### config.mk
export PLATFORM = sky130hd
export DESIGN_NAME = dual_serial_control_port
export DESIGN_NICKNAME = d
export VERILOG_FILES = /design/src/dual_serial_sync.v /design/src/dual_serial_addr_step.v /design/src/dual_serial_control_port.v
export VERILOG_INCLUDE_DIRS = /design/src
export SDC_FILE = /design/constraint.sdc
export NUM_CORES = 1
export LEC_CHECK = 0
export ABC_AREA = 1
export BUFFER_PORTS_ARGS = -buffer_cell sky130_fd_sc_hd__buf_2
export CAP_MARGIN = 30
export CORE_MARGIN = 3
export CORE_UTILIZATION = 51
export DETAILED_ROUTE_END_ITERATION = 8
export PLACE_DENSITY = 0.75
export SLEW_MARGIN = 10
export SYNTH_ARGS = -nofsm -noshare
export SYNTH_HDL_FRONTEND = slang
export SYNTH_SLANG_ARGS = --single-unit
### constraint.sdc
create_clock -name ref_clk_i -period 3.84 [get_ports ref_clk_i]
set_clock_uncertainty 0.1 [all_clocks]
set_input_delay 0.768 -clock ref_clk_i [delete_from_list [all_inputs] [get_ports ref_clk_i]]
set_output_delay 0.768 -clock ref_clk_i [all_outputs]
set_load 0.01 [all_outputs]
### src/dual_serial_control_port_defines.vh
`ifndef DUAL_SERIAL_CONTROL_PORT_DEFINES_VH
`define DUAL_SERIAL_CONTROL_PORT_DEFINES_VH

// ----------------------------------------------------------------------------
// Bus addressing
// ----------------------------------------------------------------------------
`define I2C_SLAVE_ADDR 7'h18
`define I2C_GCALL_ADDR 7'h00
`define SYNC_IDLE 5'h1B

// ----------------------------------------------------------------------------
// Register space
// ----------------------------------------------------------------------------
`define PAGE_SEL_REG 7'h00
`define PAGE_RESET 8'h00
`define GCALL_EN_PAGE 8'h00
`define GCALL_EN_REG 7'h22
`define GCALL_EN_BIT 5
`define GCALL_EN_RESET 1'b0
`define LAST_REG 7'h7F
`define BUF_PAGE 8'hFC
`define BUF_REG_A 7'h01
`define BUF_REG_B 7'h02

// ----------------------------------------------------------------------------
// Bit counts
// ----------------------------------------------------------------------------
`define I2C_BYTE_BITS 4'h8
`define SPI_LAST_BIT 3'h7

`endif

### src/dual_serial_sync.v
`default_nettype none

module dual_serial_sync #(
   parameter WIDTH = 5,
   parameter [WIDTH-1:0] IDLE = {WIDTH{1'b1}}
) (
   input wire ref_clk_i,
   input wire rst_i,
   input wire [WIDTH-1:0] async_i,
   output wire [WIDTH-1:0] sync_o
);

   // -------------------------------------------------------------------------
   // Two-flop synchronisers
   // -------------------------------------------------------------------------
   // Each bit resets to its line's idle level so that no edge is faked after reset.
   genvar g;
   generate
      for (g = 0; g < WIDTH; g = g + 1) begin : g_bit
         reg meta;
         reg stable;
         always @(posedge ref_clk_i) begin
            if (rst_i) begin
               meta <= IDLE[g];
               stable <= IDLE[g];
            end else begin
               meta <= async_i[g];
               stable <= meta;
            end
         end
         assign sync_o[g] = stable;
      end
   endgenerate

endmodule // dual_serial_sync

`default_nettype wire

### src/dual_serial_addr_step.v
`default_nettype none
`include "dual_serial_control_port_defines.vh"

module dual_serial_addr_step (
   input wire [7:0] page_i,
   input wire [6:0] addr_i,
   output reg [6:0] next_addr_o
);

   // -------------------------------------------------------------------------
   // Next register address for auto-increment
   // -------------------------------------------------------------------------
   always @* begin
      if (page_i == `BUF_PAGE && addr_i == `BUF_REG_A) begin
         next_addr_o = `BUF_REG_B;
      end else if (page_i == `BUF_PAGE && addr_i == `BUF_REG_B) begin
         next_addr_o = `BUF_REG_A;
      end else if (addr_i == `LAST_REG) begin
         next_addr_o = `LAST_REG;
      end else begin
         next_addr_o = addr_i + 7'h01;
      end
   end

endmodule // dual_serial_addr_step

`default_nettype wire

### src/dual_serial_control_port.v
`default_nettype none
`include "dual_serial_control_port_defines.vh"

module dual_serial_control_port (
   input wire ref_clk_i,
   input wire rst_i,
   input wire scl_i,
   input wire sda_i,
   output reg sda_o,
   output reg sda_oe_o,
   input wire sclk_i,
   input wire ss_n_i,
   input wire mosi_i,
   output reg miso_o,
   output reg miso_oe_o,
   output reg [7:0] reg_page_o,
   output reg [6:0] reg_addr_o,
   output reg [7:0] reg_wdata_o,
   output reg reg_wr_o,
   output reg reg_rd_o,
   input wire [7:0] reg_rdata_i
);

   // -------------------------------------------------------------------------
   // I2C states
   // -------------------------------------------------------------------------
   localparam [2:0] I_IDLE = 3'h0;
   localparam [2:0] I_RX = 3'h1;
   localparam [2:0] I_ACK = 3'h2;
   localparam [2:0] I_TX = 3'h3;
   localparam [2:0] I_MACK = 3'h4;
   localparam [2:0] I_WAIT = 3'h5;

   localparam [1:0] B_ADDR = 2'h0;
   localparam [1:0] B_PTR = 2'h1;
   localparam [1:0] B_DATA = 2'h2;

   // -------------------------------------------------------------------------
   // Input synchronisation and edges
   // -------------------------------------------------------------------------
   wire [4:0] synced;
   wire scl;
   wire sda;
   wire sclk;
   wire ss_n;
   wire mosi;
   reg scl_q;
   reg sda_q;
   reg sclk_q;
   reg ss_n_q;

   dual_serial_sync #(.WIDTH(5), .IDLE(`SYNC_IDLE)) u_sync (
      .ref_clk_i(ref_clk_i),
      .rst_i(rst_i),
      .async_i({mosi_i, ss_n_i, sclk_i, sda_i, scl_i}),
      .sync_o(synced)
   );

   assign scl = synced[0];
   assign sda = synced[1];
   assign sclk = synced[2];
   assign ss_n = synced[3];
   assign mosi = synced[4];

   always @(posedge ref_clk_i) begin
      if (rst_i) begin
         scl_q <= 1'b1;
         sda_q <= 1'b1;
         sclk_q <= 1'b0;
         ss_n_q <= 1'b1;
      end else begin
         scl_q <= scl;
         sda_q <= sda;
         sclk_q <= sclk;
         ss_n_q <= ss_n;
      end
   end

   wire scl_rise = scl & ~scl_q;
   wire scl_fall = ~scl & scl_q;
   wire i_start = scl & scl_q & sda_q & ~sda;
   wire i_stop = scl & scl_q & ~sda_q & sda;
   wire sclk_rise = sclk & ~sclk_q;
   wire sclk_fall = ~sclk & sclk_q;
   wire ss_fall = ~ss_n & ss_n_q;

   // -------------------------------------------------------------------------
   // Shared state
   // -------------------------------------------------------------------------
   reg gcall_en;
   reg [7:0] rbuf;

   reg [2:0] i_state;
   reg [3:0] i_bits;
   reg [7:0] i_shift;
   reg [1:0] i_byte;
   reg i_rw;
   reg [6:0] i_ptr;
   reg i_wr_req;
   reg [6:0] i_wr_addr;
   reg [7:0] i_wr_data;
   reg i_rd_req;
   reg [6:0] i_rd_addr;
   wire [6:0] i_nxt;

   reg [2:0] s_bits;
   reg [7:0] s_shift;
   reg [7:0] s_tx;
   reg s_done;
   reg s_rw;
   reg [6:0] s_addr;
   reg s_wr_req;
   reg [6:0] s_wr_addr;
   reg [7:0] s_wr_data;
   reg s_rd_req;
   reg [6:0] s_rd_addr;
   wire [6:0] s_nxt;

   wire [7:0] i_byte_in = i_shift;
   wire [7:0] s_byte_in = {s_shift[6:0], mosi};
   wire addr_hit = (i_byte_in[7:1] == `I2C_SLAVE_ADDR);
   wire gcall_hit = (i_byte_in[7:1] == `I2C_GCALL_ADDR) & gcall_en & ~i_byte_in[0];

   dual_serial_addr_step u_i2c_step (
      .page_i(reg_page_o),
      .addr_i(i_ptr),
      .next_addr_o(i_nxt)
   );

   dual_serial_addr_step u_spi_step (
      .page_i(reg_page_o),
      .addr_i(s_addr),
      .next_addr_o(s_nxt)
   );

   // -------------------------------------------------------------------------
   // I2C slave engine
   // -------------------------------------------------------------------------
   // SDA is only ever pulled low; the output value is a constant zero.
   always @(posedge ref_clk_i) begin
      if (rst_i) begin
         i_state <= I_IDLE;
         i_bits <= 4'h0;
         i_shift <= 8'h00;
         i_byte <= B_ADDR;
         i_rw <= 1'b0;
         i_ptr <= 7'h00;
         i_wr_req <= 1'b0;
         i_wr_addr <= 7'h00;
         i_wr_data <= 8'h00;
         i_rd_req <= 1'b0;
         i_rd_addr <= 7'h00;
         sda_o <= 1'b0;
         sda_oe_o <= 1'b0;
      end else begin
         i_wr_req <= 1'b0;
         i_rd_req <= 1'b0;
         sda_o <= 1'b0;
         if (i_start) begin
            i_state <= I_RX;
            i_bits <= 4'h0;
            i_byte <= B_ADDR;
            sda_oe_o <= 1'b0;
         end else if (i_stop) begin
            i_state <= I_IDLE;
            sda_oe_o <= 1'b0;
         end else begin
            case (i_state)
               I_RX: begin
                  if (scl_rise) begin
                     i_shift <= {i_shift[6:0], sda};
                     i_bits <= i_bits + 4'h1;
                  end else if (scl_fall && i_bits == `I2C_BYTE_BITS) begin
                     i_bits <= 4'h0;
                     case (i_byte)
                        B_ADDR: begin
                           if (addr_hit || gcall_hit) begin
                              sda_oe_o <= 1'b1;
                              i_rw <= i_byte_in[0];
                              i_byte <= B_PTR;
                              i_state <= I_ACK;
                              i_rd_req <= i_byte_in[0];
                              i_rd_addr <= i_ptr;
                           end else begin
                              i_state <= I_WAIT;
                           end
                        end
                        B_PTR: begin
                           i_ptr <= i_byte_in[6:0];
                           i_byte <= B_DATA;
                           sda_oe_o <= 1'b1;
                           i_state <= I_ACK;
                        end
                        default: begin
                           i_wr_req <= 1'b1;
                           i_wr_addr <= i_ptr;
                           i_wr_data <= i_byte_in;
                           i_ptr <= i_nxt;
                           sda_oe_o <= 1'b1;
                           i_state <= I_ACK;
                        end
                     endcase
                  end
               end
               I_ACK: begin
                  if (scl_fall) begin
                     if (i_rw) begin
                        i_shift <= rbuf;
                        sda_oe_o <= ~rbuf[7];
                        i_bits <= 4'h1;
                        i_state <= I_TX;
                     end else begin
                        sda_oe_o <= 1'b0;
                        i_state <= I_RX;
                     end
                  end
               end
               I_TX: begin
                  if (scl_fall) begin
                     if (i_bits == `I2C_BYTE_BITS) begin
                        sda_oe_o <= 1'b0;
                        i_bits <= 4'h0;
                        i_state <= I_MACK;
                     end else begin
                        sda_oe_o <= ~i_shift[6];
                        i_shift <= {i_shift[6:0], 1'b0};
                        i_bits <= i_bits + 4'h1;
                     end
                  end
               end
               I_MACK: begin
                  if (scl_rise) begin
                     if (!sda) begin
                        i_ptr <= i_nxt;
                        i_rd_addr <= i_nxt;
                        i_rd_req <= 1'b1;
                        i_state <= I_ACK;
                     end else begin
                        i_state <= I_WAIT;
                     end
                  end
               end
               I_WAIT: begin
                  sda_oe_o <= 1'b0;
               end
               default: begin
                  i_state <= I_IDLE;
                  sda_oe_o <= 1'b0;
               end
            endcase
         end
      end
   end

   // -------------------------------------------------------------------------
   // SPI slave engine
   // -------------------------------------------------------------------------
   // MISO is driven only while the synchronised select is low; it is released one cycle after that select rises.
   always @(posedge ref_clk_i) begin
      if (rst_i) begin
         s_bits <= 3'h0;
         s_shift <= 8'h00;
         s_tx <= 8'h00;
         s_done <= 1'b0;
         s_rw <= 1'b0;
         s_addr <= 7'h00;
         s_wr_req <= 1'b0;
         s_wr_addr <= 7'h00;
         s_wr_data <= 8'h00;
         s_rd_req <= 1'b0;
         s_rd_addr <= 7'h00;
         miso_o <= 1'b0;
         miso_oe_o <= 1'b0;
      end else begin
         s_wr_req <= 1'b0;
         s_rd_req <= 1'b0;
         miso_oe_o <= ~ss_n;
         if (ss_n || ss_fall) begin
            s_bits <= 3'h0;
            s_done <= 1'b0;
            s_tx <= 8'h00;
            miso_o <= 1'b0;
         end else begin
            if (sclk_fall) begin
               s_shift <= s_byte_in;
               s_bits <= s_bits + 3'h1;
               if (s_bits == `SPI_LAST_BIT) begin
                  if (!s_done) begin
                     s_done <= 1'b1;
                     s_addr <= s_byte_in[7:1];
                     s_rw <= s_byte_in[0];
                     s_rd_req <= s_byte_in[0];
                     s_rd_addr <= s_byte_in[7:1];
                  end else if (!s_rw) begin
                     s_wr_req <= 1'b1;
                     s_wr_addr <= s_addr;
                     s_wr_data <= s_byte_in;
                     s_addr <= s_nxt;
                  end else begin
                     s_addr <= s_nxt;
                     s_rd_req <= 1'b1;
                     s_rd_addr <= s_nxt;
                  end
               end
            end
            if (sclk_rise) begin
               if (s_done && s_rw && s_bits == 3'h0) begin
                  miso_o <= rbuf[7];
                  s_tx <= {rbuf[6:0], 1'b0};
               end else if (s_done && s_rw) begin
                  miso_o <= s_tx[7];
                  s_tx <= {s_tx[6:0], 1'b0};
               end else begin
                  miso_o <= 1'b0;
               end
            end
         end
      end
   end

   // -------------------------------------------------------------------------
   // Register access stage
   // -------------------------------------------------------------------------
   // A write beats a read in a same-cycle clash, then I2C beats SPI; the host is expected to use one port at once.
   always @(posedge ref_clk_i) begin
      if (rst_i) begin
         reg_page_o <= `PAGE_RESET;
         reg_addr_o <= 7'h00;
         reg_wdata_o <= 8'h00;
         reg_wr_o <= 1'b0;
         reg_rd_o <= 1'b0;
         gcall_en <= `GCALL_EN_RESET;
         rbuf <= 8'h00;
      end else begin
         reg_wr_o <= 1'b0;
         reg_rd_o <= 1'b0;
         if (reg_rd_o) begin
            rbuf <= (reg_addr_o == `PAGE_SEL_REG) ? reg_page_o : reg_rdata_i;
         end
         if (i_wr_req || s_wr_req) begin
            reg_wr_o <= 1'b1;
            reg_addr_o <= i_wr_req ? i_wr_addr : s_wr_addr;
            reg_wdata_o <= i_wr_req ? i_wr_data : s_wr_data;
         end else if (i_rd_req || s_rd_req) begin
            reg_rd_o <= 1'b1;
            reg_addr_o <= i_rd_req ? i_rd_addr : s_rd_addr;
         end
         if (reg_wr_o && reg_addr_o == `PAGE_SEL_REG) begin
            reg_page_o <= reg_wdata_o;
         end
         if (reg_wr_o && reg_page_o == `GCALL_EN_PAGE && reg_addr_o == `GCALL_EN_REG) begin
            gcall_en <= reg_wdata_o[`GCALL_EN_BIT];
         end
      end
   end

endmodule // dual_serial_control_port

`default_nettype wire

==> results_tabular.tex, run 1 <==
\begin{tabular}{lr}
\hline
Metric & Value \\
\hline
\multicolumn{2}{l}{\textbf{Cells and area}} \\
\quad Antenna cells & 0 \\
\quad Number of fill cells & 1243 \\
\quad Final Net Count & 1110 \\
\quad Layout overhead on the synthesized area & 12.3\% \\
\quad Fraction of final layout cells with drive strength greater than 1 & 10.4\% \\
\quad Layout Cells excl Fill & 1273 \\
\quad Final cell utilization of the core & 59.8\% \\
\multicolumn{2}{l}{\textbf{Placement}} \\
\quad Estimated wirelength of the detail-placed design & 12800 µm \\
\quad Quantity of I/O buffers inserted on ports & 42 \\
\quad Cell Count Post-Placement & 1241 \\
\quad Last weighted congestion value of the routability-driven placer & 0.942 \\
\quad Worst setup timing slack at the placement stage & 1.20 ns \\
\multicolumn{2}{l}{\textbf{Detailed routing}} \\
\quad Number of iterations in the first detailed-routing pass & 5 \\
\quad Wire per inst & 13.9 µm \\
\quad Overall routed net length & 17800 µm \\
\quad Vias & 6646 \\
\quad Antenna Nets Post-Route & 0 \\
\quad Initial DRC count & 539 \\
\quad Via density per instance & 5.22 \\
\quad DRC viols & 0 \\
\multicolumn{2}{l}{\textbf{STA}} \\
\quad Worst Max-Slew Pin Slew & 0.950 ns \\
\quad Maximum achievable frequency & 374 MHz \\
\quad Relative slew slack & 36.4\% \\
\quad Final worst path period need & 2.67 ns \\
\quad Final Max Slew Viols & 0 \\
\quad Final number of setup-violating endpoints & 0 \\
\quad Setup slack of the critical path after layout & 1.17 ns \\
\quad Total count of hold-check failures in the final report & 0 \\
\quad Sum of negative setup slack & 0 ns \\
\quad RSZ-0062 raised after global routing & false \\
\quad Crit share post-route & 69.6\% \\
\multicolumn{2}{l}{\textbf{GRT}} \\
\quad Number of antenna violations at the first check in global routing & 0 \\
\quad First-pass GRT wire length & 29700 µm \\
\quad Vias in the first global route & 6041 \\
\quad Total routing resource utilization after global routing & 23.3\% \\
\quad GRT Residual Overflow & 0 \\
\quad Largest net degree at the start of global routing & 38 \\
\multicolumn{2}{l}{\textbf{Die}} \\
\quad Overall die width & 125 µm \\
\quad Top-level I/O count & 44 \\
\quad Initial cell density of the core & 53.2\% \\
\quad Count of standard-cell rows & 42 \\
\quad Area of the core & 13500 µm² \\
\quad Die Footprint & 15600 µm² \\
\quad Die Span Y & 125 µm \\
\multicolumn{2}{l}{\textbf{Setup path}} \\
\quad Critical path launch point type & register \\
\quad Largest fanout of any net on the critical path & 20 \\
\quad Endpoint type of the worst setup path & register \\
\quad Setup Crit Path Kind & register to register \\
\quad Required time of the worst setup path & 4.10 ns \\
\quad Arrival time of the worst setup path & 2.93 ns \\
\multicolumn{2}{l}{\textbf{Power and ir drop}} \\
\quad Post-route total power & 4.19 mW \\
\quad Leakage Power & 3.62 nW \\
\quad P per Cell Area & 519 nW/µm² \\
\quad Peak supply drop & 0.000375 V \\
\multicolumn{2}{l}{\textbf{Worst hold path}} \\
\quad Hold/Removal Path Class & register to register \\
\multicolumn{2}{l}{\textbf{Yosys}} \\
\quad Cell area after technology mapping & 7190 µm² \\
\quad Sequential share of the synthesized area & 41.8\% \\
\quad Total of warnings raised by yosys & 0 \\
\quad Mean cell area of the mapped netlist & 6.80 µm² \\
\quad Post-Synthesis Net Count & 1084 \\
\quad Register bit total from synthesis & 150 \\
\quad Post-Syn Instances & 1058 \\
\quad Library cells used by synthesis & 36 \\
\quad Area share of the largest cell type after synthesis & 41.8\% \\
\quad Top cells by area, synth & sky130\_fd\_sc\_hd\_\_dfxtp\_1 42\%, sky130\_fd\_sc\_hd\_\_nand2\_1 12\%, sky130\_fd\_sc\_hd\_\_inv\_1 7.4\% \\
\quad Cell accounting for the most synthesized area & sky130\_fd\_sc\_hd\_\_dfxtp\_1 \\
\multicolumn{2}{l}{\textbf{CTS}} \\
\quad CTS clock-pin slew for the worst setup and hold paths & 0.06 ns \\
\quad CTS root buffer & sky130\_fd\_sc\_hd\_\_clkbuf\_16 \\
\quad TritonCTS Buffers & 17 \\
\quad Total of hold buffers inserted after clock tree synthesis & 0 \\
\quad Count of clock tree sinks & 150 \\
\quad Worst-Skew Late Latency & 0.43 ns \\
\quad Clock tree from TritonCTS & yes \\
\quad Maximum clock insertion buffer count & 2 \\
\quad Number of H-tree levels & 4 \\
\quad Buffers inserted during post-CTS setup optimization & 0 \\
\quad Cts repair resizes & 0 \\
\multicolumn{2}{l}{\textbf{Flow run}} \\
\quad Maxcap violations & 0 \\
\multicolumn{2}{l}{\textbf{Outcome}} \\
\quad Status & finished clean \\
\hline
\end{tabular}
## cells in the final DEF (no fill, tap or decap), types with 3 or more instances in the layout
cell                        instances
sky130_fd_sc_hd__nand3_1           95
sky130_fd_sc_hd__nand4_1            7
sky130_fd_sc_hd__o21ai_0           75
sky130_fd_sc_hd__nor2_2             4
sky130_fd_sc_hd__ha_1              11
sky130_fd_sc_hd__clkbuf_16         17
sky130_fd_sc_hd__or2_2              8
sky130_fd_sc_hd__inv_2             11
sky130_fd_sc_hd__a31oi_1            3
sky130_fd_sc_hd__nand2_2            8
sky130_fd_sc_hd__mux2i_1            3
sky130_fd_sc_hd__buf_2             42
sky130_fd_sc_hd__nor3_1             6
sky130_fd_sc_hd__inv_1            140
sky130_fd_sc_hd__buf_4              3
sky130_fd_sc_hd__a21oi_1           90
sky130_fd_sc_hd__nand2_1          223
sky130_fd_sc_hd__dfxtp_1          150
sky130_fd_sc_hd__clkinv_1           3
sky130_fd_sc_hd__nor2_1           139
sky130_fd_sc_hd__bufinv_16          3
sky130_fd_sc_hd__o211ai_1          25
sky130_fd_sc_hd__o32ai_1            5
## through the flow
step,cell area [µm²],hold WS [ns]
global placement,7460,0.292
detailed placement,7460,0.296
global route,8080,0.319
CTS,8080,0.309
finish,8080,0.307
floorplan,7190,0.288
## cells in the mapped netlist, drive strengths merged
cell	n
nand2	232
a31oi	3
mux2i	3
inv	151
xnor2	1
nor4	1
a211oi	1
o211ai	25
ha	11
nor2	146
or2	8
o21ai	76
nor3	6
a22oi	1
nand3	98
clkinv	3
nand4	7
dfxtp	150
xor2	1
buf	18
o32ai	5
clkbuf	20
conb	1
a21oi	90
## final timing paths
check                           slack (ns)                  from  depth (start not counted)                      to
worst min register to register        0.31  u_sync.g_bit[2].meta                          2  u_sync.g_bit[2].stable
worst max register to register        1.17             s_bits[0]                          8            s_wr_data[5]
worst max-delay path                  1.17             s_bits[0]                          8            s_wr_data[5]
worst min-delay path                  0.31  u_sync.g_bit[2].meta                          2  u_sync.g_bit[2].stable
## registers in the layout (all words and copies together) (netlist names), 7 cells and up
register and count:
i_byte_in 8, i_ptr 7, i_rd_addr 7, i_wr_addr 7, i_wr_data 8, rbuf 8, reg_addr_o 7, reg_page_o 8
reg_wdata_o 8, s_addr 7, s_rd_addr 7, s_shift 7, s_tx 7, s_wr_addr 7, s_wr_data 8
## area by class of cell
type                    count  area (µm²)  area share (%)
multi-input cells         716        3430            42.4
well taps                 176         220            2.73
flip-flops and latches    150        3000            37.2
inverters                 154         578            7.16
repair buffers             45         233            2.88
clock inverters            12         168            2.08
clock buffers              20         447            5.53
## layer usage
metal / part of all wire [%] / vias up / GRT usage [%]
met5: 0 / - / 0
met2: 45 / 206 / 36.2
met3: 5.6 / 38 / 4.85
li1: - / 3448 / -
met4: 2.9 / 0 / 9.54
met1: 46 / 2954 / 31.4
## critical path: stages (launching register included)
cell	delay, ns
sky130_fd_sc_hd__dfxtp_1	0.33
sky130_fd_sc_hd__ha_1	0.15
sky130_fd_sc_hd__ha_1	0.14
sky130_fd_sc_hd__nand2_1	0.08
sky130_fd_sc_hd__nor2_1	0.59
sky130_fd_sc_hd__nand2_1	0.54
sky130_fd_sc_hd__inv_1	0.41
sky130_fd_sc_hd__o21ai_0	0.14
sky130_fd_sc_hd__a21oi_1	0.12
## logic make-up after synthesis
group,synth area share [%]
flops,41.8
mux,0.418
other cells,0.0522
simple gates,29.7
xor+xnor,0.244
compound gates,15.3
fa+ha+maj,1.91
buf+inv,10.6
## report_power, final
group	internal [mW]	switching (mW)
Sequential	1.64	0.102
Combinational	0.239	0.495
Clock	1.05	0.667
Note: power is estimated with default switching activity, not from simulation.
==> run 2: changes to the inputs <==
--- a/config.mk
+++ b/config.mk
@@ -6,13 +6,13 @@
 export SDC_FILE = /design/constraint.sdc
 export NUM_CORES = 1
 export LEC_CHECK = 0
-export ABC_AREA = 1
+export ABC_AREA = 0
 export BUFFER_PORTS_ARGS = -buffer_cell sky130_fd_sc_hd__buf_2
 export CAP_MARGIN = 30
 export CORE_MARGIN = 3
 export CORE_UTILIZATION = 51
 export DETAILED_ROUTE_END_ITERATION = 8
-export PLACE_DENSITY = 0.75
+export PLACE_DENSITY = 0.78
 export SLEW_MARGIN = 10
 export SYNTH_ARGS = -nofsm -noshare
 export SYNTH_HDL_FRONTEND = slang
==> constraint.sdc (replaced) <==
create_clock -name ref_clk_i -period 2.15 [get_ports ref_clk_i]
set_clock_uncertainty 0.1 [all_clocks]
set_input_delay 0.43 -clock ref_clk_i [delete_from_list [all_inputs] [get_ports ref_clk_i]]
set_output_delay 0.43 -clock ref_clk_i [all_outputs]
set_load 0.01 [all_outputs]
==> run 2 against run 1 <==
Synthesized area down 3.5%. Clock power up 75%. Count of clock-buffer cells in the layout up 2. Core utilization up 3.6 points. Cell count down 18%. Non-clock buffer count up 56. Die area down 3.3%. Global-route usage up 1.3 points. Via count down 9.9%. Power up 45%. Wire length down 0.56%. Critical path type unchanged. Critical endpoint is now i_rd_addr[5]. Largest cell class unchanged.
==> results_tabular.tex, run 2 <==
\begin{tabular}{lr}
\hline
Metric & Value \\
\hline
\multicolumn{2}{l}{\textbf{Placement}} \\
\quad Worst setup timing slack at the placement stage & 0.0511 ns (-1.14 ns) \\
\quad Estimated wirelength of the detail-placed design & 12300 µm (-3.9\%) \\
\quad Last weighted congestion value of the routability-driven placer & 0.928 (-1.5\%) \\
\quad Quantity of I/O buffers inserted on ports & 42 (unchanged) \\
\multicolumn{2}{l}{\textbf{Cells and area}} \\
\quad Most frequent standard cell in the layout excluding fill and tap cells & sky130\_fd\_sc\_hd\_\_dfxtp\_1 \\
\quad Layout overhead on the synthesized area & 18.6\% \\
\quad Most frequent cells in the layout & 150 x sky130\_fd\_sc\_hd\_\_dfxtp\_1, 123 x sky130\_fd\_sc\_hd\_\_nor2\_1, 71 x sky130\_fd\_sc\_hd\_\_a21oi\_1 \\
\quad Number of fill cells & 1060 (-15\%) \\
\quad Antenna cells & 0 (unchanged) \\
\quad Flip-flop and latch area & 3000 µm² (unchanged) \\
\quad Final Net Count & 892 (-20\%) \\
\quad Multi-input gate area & 3670 µm² (+7.0\%) \\
\quad Fraction of final layout cells with drive strength greater than 1 & 19.8\% (+9.4 points) \\
\multicolumn{2}{l}{\textbf{Setup path}} \\
\quad Worst stage delay on the critical path & 0.52 ns (-0.07 ns) \\
\quad Cell with the biggest individual delay on the critical path & sky130\_fd\_sc\_hd\_\_or4\_4 \\
\quad Arrival time of the worst setup path & 2.34 ns (-0.59 ns) \\
\quad Largest fanout of any net on the critical path & 11 (-45\%) \\
\quad Worst Reg-to-Reg Cells & 5 (-3) \\
\quad Endpoint type of the worst setup path & register \\
\quad Total buffers and inverters traversed by the critical path & 0 (-1) \\
\quad Setup Crit Path Kind & register to register \\
\quad Critical Path, Cell by Cell & nand2b\_4 -> or4\_4 -> a22o\_2 -> a311o\_1 -> a21oi\_1 \\
\quad Kind of cell adding the most delay to the critical path & compound AO/OA/AOI/OAI gates \\
\quad Critical path launch point type & register \\
\quad Required time of the worst setup path & 2.41 ns (-1.69 ns) \\
\quad WP depth & 5 (-3) \\
\multicolumn{2}{l}{\textbf{Detailed routing}} \\
\quad Vias & 5991 (-9.9\%) \\
\quad Wire per inst & 16.8 µm (+21\%) \\
\quad Number of iterations in the first detailed-routing pass & 7 (+2) \\
\quad Via density per instance & 5.71 (+9.3\%) \\
\quad DRC viols & 0 (unchanged) \\
\quad Antenna Nets Post-Route & 0 (unchanged) \\
\quad Initial DRC count & 584 (+8.3\%) \\
\quad Overall routed net length & 17700 µm (-0.56\%) \\
\multicolumn{2}{l}{\textbf{Flow run}} \\
\quad Maxcap violations & 0 (unchanged) \\
\multicolumn{2}{l}{\textbf{STA}} \\
\quad Crit share post-route & 97.0\% (+27 points) \\
\quad Setup slack of the critical path after layout & 0.0655 ns (-1.10 ns) \\
\quad Final worst path period need & 2.08 ns (-0.588 ns) \\
\quad Final Max Slew Viols & 0 (unchanged) \\
\quad Total count of hold-check failures in the final report & 0 (unchanged) \\
\quad Relative slew slack & 54.3\% (+18 points) \\
\quad Final number of setup-violating endpoints & 0 (unchanged) \\
\quad Maximum achievable frequency & 480 MHz (+28\%) \\
\quad Worst Max-Slew Pin Slew & 0.680 ns (-0.270 ns) \\
\multicolumn{2}{l}{\textbf{CTS}} \\
\quad CTS root buffer & sky130\_fd\_sc\_hd\_\_clkbuf\_16 \\
\quad Count of clock tree sinks & 150 (unchanged) \\
\quad TritonCTS Buffers & 17 (unchanged) \\
\quad CTS clock-pin slew for the worst setup and hold paths & 0.06 ns (about the same) \\
\quad Clock tree from TritonCTS & yes \\
\quad Worst-Skew Late Latency & 0.43 ns (about the same) \\
\quad Maximum clock insertion buffer count & 2 (unchanged) \\
\quad Number of H-tree levels & 4 (unchanged) \\
\multicolumn{2}{l}{\textbf{Yosys}} \\
\quad Top cells by area, synth & sky130\_fd\_sc\_hd\_\_dfxtp\_1 43\%, sky130\_fd\_sc\_hd\_\_mux2i\_1 10\%, sky130\_fd\_sc\_hd\_\_nor2\_1 6.7\% \\
\quad Mean cell area of the mapped netlist & 8.72 µm² (+28\%) \\
\quad Register bit total from synthesis & 150 (unchanged) \\
\quad Area share of the largest cell type after synthesis & 43.3\% (+1.5 points) \\
\quad Post-Syn Instances & 796 (-25\%) \\
\quad Number of enable flip-flop cells after synthesis & 0 (unchanged) \\
\quad Most frequent cell after synthesis & sky130\_fd\_sc\_hd\_\_dfxtp\_1 \\
\quad Post-Synthesis Net Count & 822 (-24\%) \\
\quad Leading cell types by count after synthesis & 150 x sky130\_fd\_sc\_hd\_\_dfxtp\_1, 124 x sky130\_fd\_sc\_hd\_\_nor2\_1, 71 x sky130\_fd\_sc\_hd\_\_a21oi\_1 \\
\quad Cell area after technology mapping & 6940 µm² (-3.5\%) \\
\quad Cell accounting for the most synthesized area & sky130\_fd\_sc\_hd\_\_dfxtp\_1 \\
\quad Main flop type after synthesis & sky130\_fd\_sc\_hd\_\_dfxtp\_1 \\
\quad Library cells used by synthesis & 77 (+110\%) \\
\quad Fraction of registers with async set or reset after synthesis & 0\% (unchanged) \\
\quad Sequential share of the synthesized area & 43.3\% (+1.5 points) \\
\quad Total of warnings raised by yosys & 0 (unchanged) \\
\multicolumn{2}{l}{\textbf{Die}} \\
\quad Top-level I/O count & 44 (unchanged) \\
\quad Area of the core & 13000 µm² (-3.9\%) \\
\quad Count of standard-cell rows & 41 (-2.4\%) \\
\quad Die Footprint & 15000 µm² (-3.3\%) \\
\quad Overall die width & 123 µm (-1.7\%) \\
\quad Initial cell density of the core & 53.5\% (+0.24 points) \\
\quad Die Span Y & 123 µm (-1.7\%) \\
\multicolumn{2}{l}{\textbf{GRT}} \\
\quad Vias in the first global route & 5705 (-5.6\%) \\
\quad Number of antenna violations at the first check in global routing & 0 (unchanged) \\
\quad First-pass GRT wire length & 28800 µm (-3.1\%) \\
\quad GRT Residual Overflow & 0 (unchanged) \\
\quad Largest net degree at the start of global routing & 50 (+32\%) \\
\quad Total routing resource utilization after global routing & 24.5\% (+1.3 points) \\
\multicolumn{2}{l}{\textbf{Outcome}} \\
\quad Status & finished clean \\
\multicolumn{2}{l}{\textbf{Power and ir drop}} \\
\quad P per Cell Area & 736 nW/µm² (+42\%) \\
\quad Leakage Power & 3.32 nW (-8.2\%) \\
\quad Post-route total power & 6.06 mW (+45\%) \\
\quad Peak supply drop & 0.000623 V (+66\%) \\
\multicolumn{2}{l}{\textbf{Worst hold path}} \\
\quad Hold/Removal Path Class & input port to register \\
\quad Number of cells on the worst hold path & 2 (unchanged) \\
\hline
\end{tabular}
run 2: cell types whose count changed in the layout (fill, tap and decap cells not counted), sizes merged, moves of 25 or more:
cell	delta
nand2	-164
inv	-135
nand3	-86
mux2i	+67
buf	+56
o21ai	-55
a211oi	+25
run 2: through the flow:
stage	setup TNS (ns)	std cells	area, µm²	utilization (%)	hold WS, ns
after global routing	-0.000320	1050	8230	63.4	0.0735
after floorplan	0	796	6940	-	0.289
final	0	1050	8230	63.4	0.0859
after CTS	0	1049	8210	63.2	0.0776
after detailed placement	0	1018	7610	58.6	0.295
after global placement	0	1018	7610	58.6	0.292
run 2: final cells by class:
type	instances	share of cell area, %
inverters	18	0.821
clock inverters	9	1.40
repair buffers	101	8.27
well taps	172	2.61
multi-input cells	578	44.5
clock buffers	22	5.88
flip-flops and latches	150	36.5
run 2: cell families (layout without fill, tap and decap cells):
family	count (synthesis)	in the layout	share of synthesized area, %
XOR/XNOR	7	7	0.883
other	1	1	0.0540
adder cells (fa/ha/maj)	11	11	1.98
multiplexers	79	79	11.6
flip-flops	150	150	43.3
AND/OR/NAND/NOR	307	307	21.8
buffers and inverters	68	150	4.27
AO/OA/AOI/OAI	173	173	16.2
run 2: metal layers:
layer	GRT usage (%)	part of all wire (%)
met1	31.8	45
met2	40.4	48
met3	5.90	5.4
met4	7.70	2.1
met5	0	0
run 2: power by group:
part,switching (mW),internal [mW],leakage [nW]
combinational,0.133,0.0962,1.82
clock,1.17,1.84,0.290
sequential,0.0179,2.80,1.21
run 2: worst paths after layout:
kind | from | end | slack, ns
setup / recovery | i_state[2] | i_rd_addr[5] | 0.07
hold / removal | sda_i | u_sync.g_bit[1].meta | 0.09
setup reg to reg | i_state[2] | i_rd_addr[5] | 0.07
hold reg to reg | u_sync.g_bit[1].meta | u_sync.g_bit[1].stable | 0.31
run 2: timing repair:
action,in CTS,in global routing
endpoints found under the setup margin,0,9
hold buffers,0,0
setup buffers,0,1
gates resized for setup,0,5
==> run 3: changes to the inputs <==
--- a/config.mk
+++ b/config.mk
@@ -7,7 +7,7 @@
 export NUM_CORES = 1
 export LEC_CHECK = 0
 export ABC_AREA = 0
-export BUFFER_PORTS_ARGS = -buffer_cell sky130_fd_sc_hd__buf_2
+export BUFFER_PORTS_ARGS = -buffer_cell sky130_fd_sc_hd__buf_4
 export CAP_MARGIN = 30
 export CORE_MARGIN = 3
 export CORE_UTILIZATION = 51
==> run 3 against run 2 <==
Via count barely moved. Power is 2.3% higher. Critical path depth is 1 higher. Fmax grew 2.5%. Global-route usage decreased by 0.60 points. Count of clock-buffer cells in the layout fell by 1. Core utilization up 0.34 points. Highest routed layer unchanged.
==> results_tabular.tex, run 3 (synthesized netlist as in run 2, its figures left out) <==
\begin{tabular}{lr}
\hline
Metric & Value \\
\hline
\multicolumn{2}{l}{\textbf{Outcome}} \\
\quad Status & finished clean \\
\multicolumn{2}{l}{\textbf{Setup path}} \\
\quad Worst stage delay on the critical path & 0.41 ns (-0.11 ns) \\
\quad Critical path launch point type & register \\
\quad Endpoint of the most critical register-to-register path & s\_addr[1] \\
\quad Total buffers and inverters traversed by the critical path & 0 (unchanged) \\
\quad Required time of the worst setup path & 2.41 ns (about the same) \\
\quad Arrival time of the worst setup path & 2.29 ns (-0.05 ns) \\
\quad Worst Reg-to-Reg Cells & 6 (+1) \\
\quad Cell with the biggest individual delay on the critical path & sky130\_fd\_sc\_hd\_\_dfxtp\_1 \\
\quad Kind of cell adding the most delay to the critical path & compound AO/OA/AOI/OAI gates \\
\quad Critical Path, Cell by Cell & ha\_1 -> and3\_1 -> nand4\_1 -> a22o\_1 -> a311o\_1 -> o21ai\_0 \\
\quad Register-to-register setup slack & 0.12 ns (+0.05 ns) \\
\quad WP depth & 6 (+1) \\
\quad Endpoint type of the worst setup path & register \\
\quad Largest fanout of any net on the critical path & 5 (-6) \\
\quad Setup Crit Path Kind & register to register \\
\quad Source of the worst register-to-register timing path & s\_addr[1] \\
\multicolumn{2}{l}{\textbf{Power and ir drop}} \\
\quad Switching power total & 1.32 mW (about the same) \\
\quad Leakage Power & 3.28 nW (-1.4\%) \\
\quad Sequential share of power & 45.5\% (-1.0 points) \\
\quad P per Cell Area & 749 nW/µm² (+1.8\%) \\
\quad Combinational share of power & 3.7\% (about the same) \\
\quad Peak supply drop & 0.000791 V (+27\%) \\
\quad Post-route total power & 6.20 mW (+2.3\%) \\
\quad Switching portion of total power & 21.4\% (-0.51 points) \\
\quad Clock share of power & 50.8\% (+1.1 points) \\
\quad Power Internal & 4.88 mW (+3.0\%) \\
\multicolumn{2}{l}{\textbf{Placement}} \\
\quad Estimated wirelength of the detail-placed design & 12200 µm (-1.2\%) \\
\quad Last weighted congestion value of the routability-driven placer & 0.915 (-1.4\%) \\
\quad Quantity of I/O buffers inserted on ports & 42 (unchanged) \\
\multicolumn{2}{l}{\textbf{Flow run}} \\
\quad Maxcap violations & 0 (unchanged) \\
\multicolumn{2}{l}{\textbf{Detailed routing}} \\
\quad Vias & 5992 (+0.017\%) \\
\quad Antenna Nets Post-Route & 0 (unchanged) \\
\quad Number of iterations in the first detailed-routing pass & 5 (-2) \\
\quad Overall routed net length & 17500 µm (-1.0\%) \\
\quad Initial DRC count & 497 (-15\%) \\
\quad DRC viols & 0 (unchanged) \\
\quad Wire per inst & 16.8 µm (about the same) \\
\quad Via density per instance & 5.76 (+0.98\%) \\
\multicolumn{2}{l}{\textbf{STA}} \\
\quad Total count of hold-check failures in the final report & 0 (unchanged) \\
\quad Final worst path period need & 2.03 ns (-0.0502 ns) \\
\quad Sum of negative setup slack & 0 ns (unchanged) \\
\quad Maximum achievable frequency & 492 MHz (+2.5\%) \\
\quad Worst Max-Slew Pin Slew & 0.690 ns (+0.00990 ns) \\
\quad Final Max Slew Viols & 0 (unchanged) \\
\quad Relative slew slack & 53.7\% (-0.66 points) \\
\quad Final number of setup-violating endpoints & 0 (unchanged) \\
\quad Crit share post-route & 94.6\% (-2.3 points) \\
\multicolumn{2}{l}{\textbf{Cells and area}} \\
\quad Fraction of final layout cells with drive strength greater than 1 & 18.5\% (-1.3 points) \\
\quad Antenna cells & 0 (unchanged) \\
\quad Final Net Count & 882 (-1.1\%) \\
\quad Layout overhead on the synthesized area & 19.2\% \\
\quad Number of fill cells & 1084 (+2.3\%) \\
\quad Most frequent standard cell in the layout excluding fill and tap cells & sky130\_fd\_sc\_hd\_\_dfxtp\_1 \\
\quad Most frequent cells in the layout & 149 x sky130\_fd\_sc\_hd\_\_dfxtp\_1, 124 x sky130\_fd\_sc\_hd\_\_nor2\_1, 90 x sky130\_fd\_sc\_hd\_\_buf\_4 \\
\quad Multi-input gate area & 3670 µm² (+0.17\%) \\
\quad Flip-flop and latch area & 3000 µm² (about the same) \\
\multicolumn{2}{l}{\textbf{Die}} \\
\quad Initial cell density of the core & 53.5\% (unchanged) \\
\quad Top-level I/O count & 44 (unchanged) \\
\quad Count of standard-cell rows & 41 (unchanged) \\
\quad Area of the core & 13000 µm² (unchanged) \\
\quad Overall die width & 123 µm (unchanged) \\
\quad Die Span Y & 123 µm (unchanged) \\
\quad Die Footprint & 15000 µm² (unchanged) \\
\multicolumn{2}{l}{\textbf{CTS}} \\
\quad Maximum clock insertion buffer count & 2 (unchanged) \\
\quad Clock tree from TritonCTS & yes \\
\quad TritonCTS Buffers & 17 (unchanged) \\
\quad Worst-Skew Late Latency & 0.43 ns (about the same) \\
\quad Count of clock tree sinks & 150 (unchanged) \\
\quad CTS root buffer & sky130\_fd\_sc\_hd\_\_clkbuf\_16 \\
\quad Number of H-tree levels & 4 (unchanged) \\
\quad CTS clock-pin slew for the worst setup and hold paths & 0.06 ns (about the same) \\
\multicolumn{2}{l}{\textbf{GRT}} \\
\quad Vias in the first global route & 5407 (-5.2\%) \\
\quad GRT Residual Overflow & 0 (unchanged) \\
\quad Largest net degree at the start of global routing & 44 (-12\%) \\
\quad Total routing resource utilization after global routing & 23.9\% (-0.60 points) \\
\quad Number of antenna violations at the first check in global routing & 0 (unchanged) \\
\quad First-pass GRT wire length & 28100 µm (-2.4\%) \\
\multicolumn{2}{l}{\textbf{Worst hold path}} \\
\quad End point of the worst hold path & u\_sync.g\_bit[4].meta \\
\quad Number of cells on the worst hold path & 2 (unchanged) \\
\quad Hold/Removal Path Class & input port to register \\
\quad Min-delay src & mosi\_i \\
\hline
\end{tabular}
## run 3: cell count changes in the layout (fill, tap and decap cells not counted), sizes merged
cell	change
buf	-10
bufinv	+2
clkbuf	-1
inv	-1
## run 3: worst max-delay path by stage
stage,startpoint,to,slack (ns)
4_1_cts,i_state[0],i_rd_addr[3],0.08
3_5_place_dp,i_state[0],i_rd_addr[3],0.09
3_3_place_gp,u_sync.g_bit[0].stable,i_bits[2],0.14
2_1_floorplan,i_ptr[3],i_rd_addr[1],0.15
6_report,s_addr[1],s_addr[1],0.12
5_1_grt,i_byte_in[5],i_state[0],-0.0008
## run 3: power groups by stage
stage	combinational (mW)	sequential, mW	clock (mW)
CTS	0.224	2.82	3.19
floorplan	0.143	2.88	0
detailed placement	0.220	2.88	0
finish	0.229	2.82	3.15
global placement	0.221	2.88	0
global route	0.249	2.82	3.31
## run 3: timing repair
| item | CTS | global route |
|---|---|---|
| hold buffers | 0 | 0 |
| buffers inserted | 0 | 2 |
| gates resized for setup | 0 | 7 |
| endpoints found under the setup margin | 0 | 14 |
## run 3: area by class of cell
class | count | share of cell area, %
Clock buffer | 21 | 5.44
Multi-Input combinational cell | 578 | 44.4
Inverter | 18 | 0.816
Sequential cell | 150 | 36.3
Tap cell | 172 | 2.60
Timing Repair Buffer | 91 | 8.41
Clock inverter | 10 | 2.06
## run 3: metal layers
layer  GRT usage [%]  share of wire, %
met5               0                 0
met4            7.00               1.8
met3            5.85               6.2
met2            38.0                48
met1            32.4                44
## run 3: worst register-to-register path, stage by stage (launching register included)
cell and delay (ns):
sky130_fd_sc_hd__dfxtp_1 0.41, sky130_fd_sc_hd__ha_1 0.22, sky130_fd_sc_hd__and3_1 0.26, sky130_fd_sc_hd__nand4_1 0.21
sky130_fd_sc_hd__a22o_1 0.29, sky130_fd_sc_hd__a311o_1 0.33, sky130_fd_sc_hd__o21ai_0 0.14
## run 3: per-stage QoR
stage                     cells  setup slack [ns]  hold WS, ns  utilization, %  instance area (µm²)
after floorplan             796             0.150        0.289               -                 6940
after global placement     1007             0.141        0.291            58.7                 7610
after detailed placement   1007            0.0884        0.293            58.7                 7610
after CTS                  1038            0.0834       0.0686            63.5                 8240
after global routing       1040         -0.000762       0.0691            63.8                 8280
final                      1040             0.116       0.0841            63.8                 8280
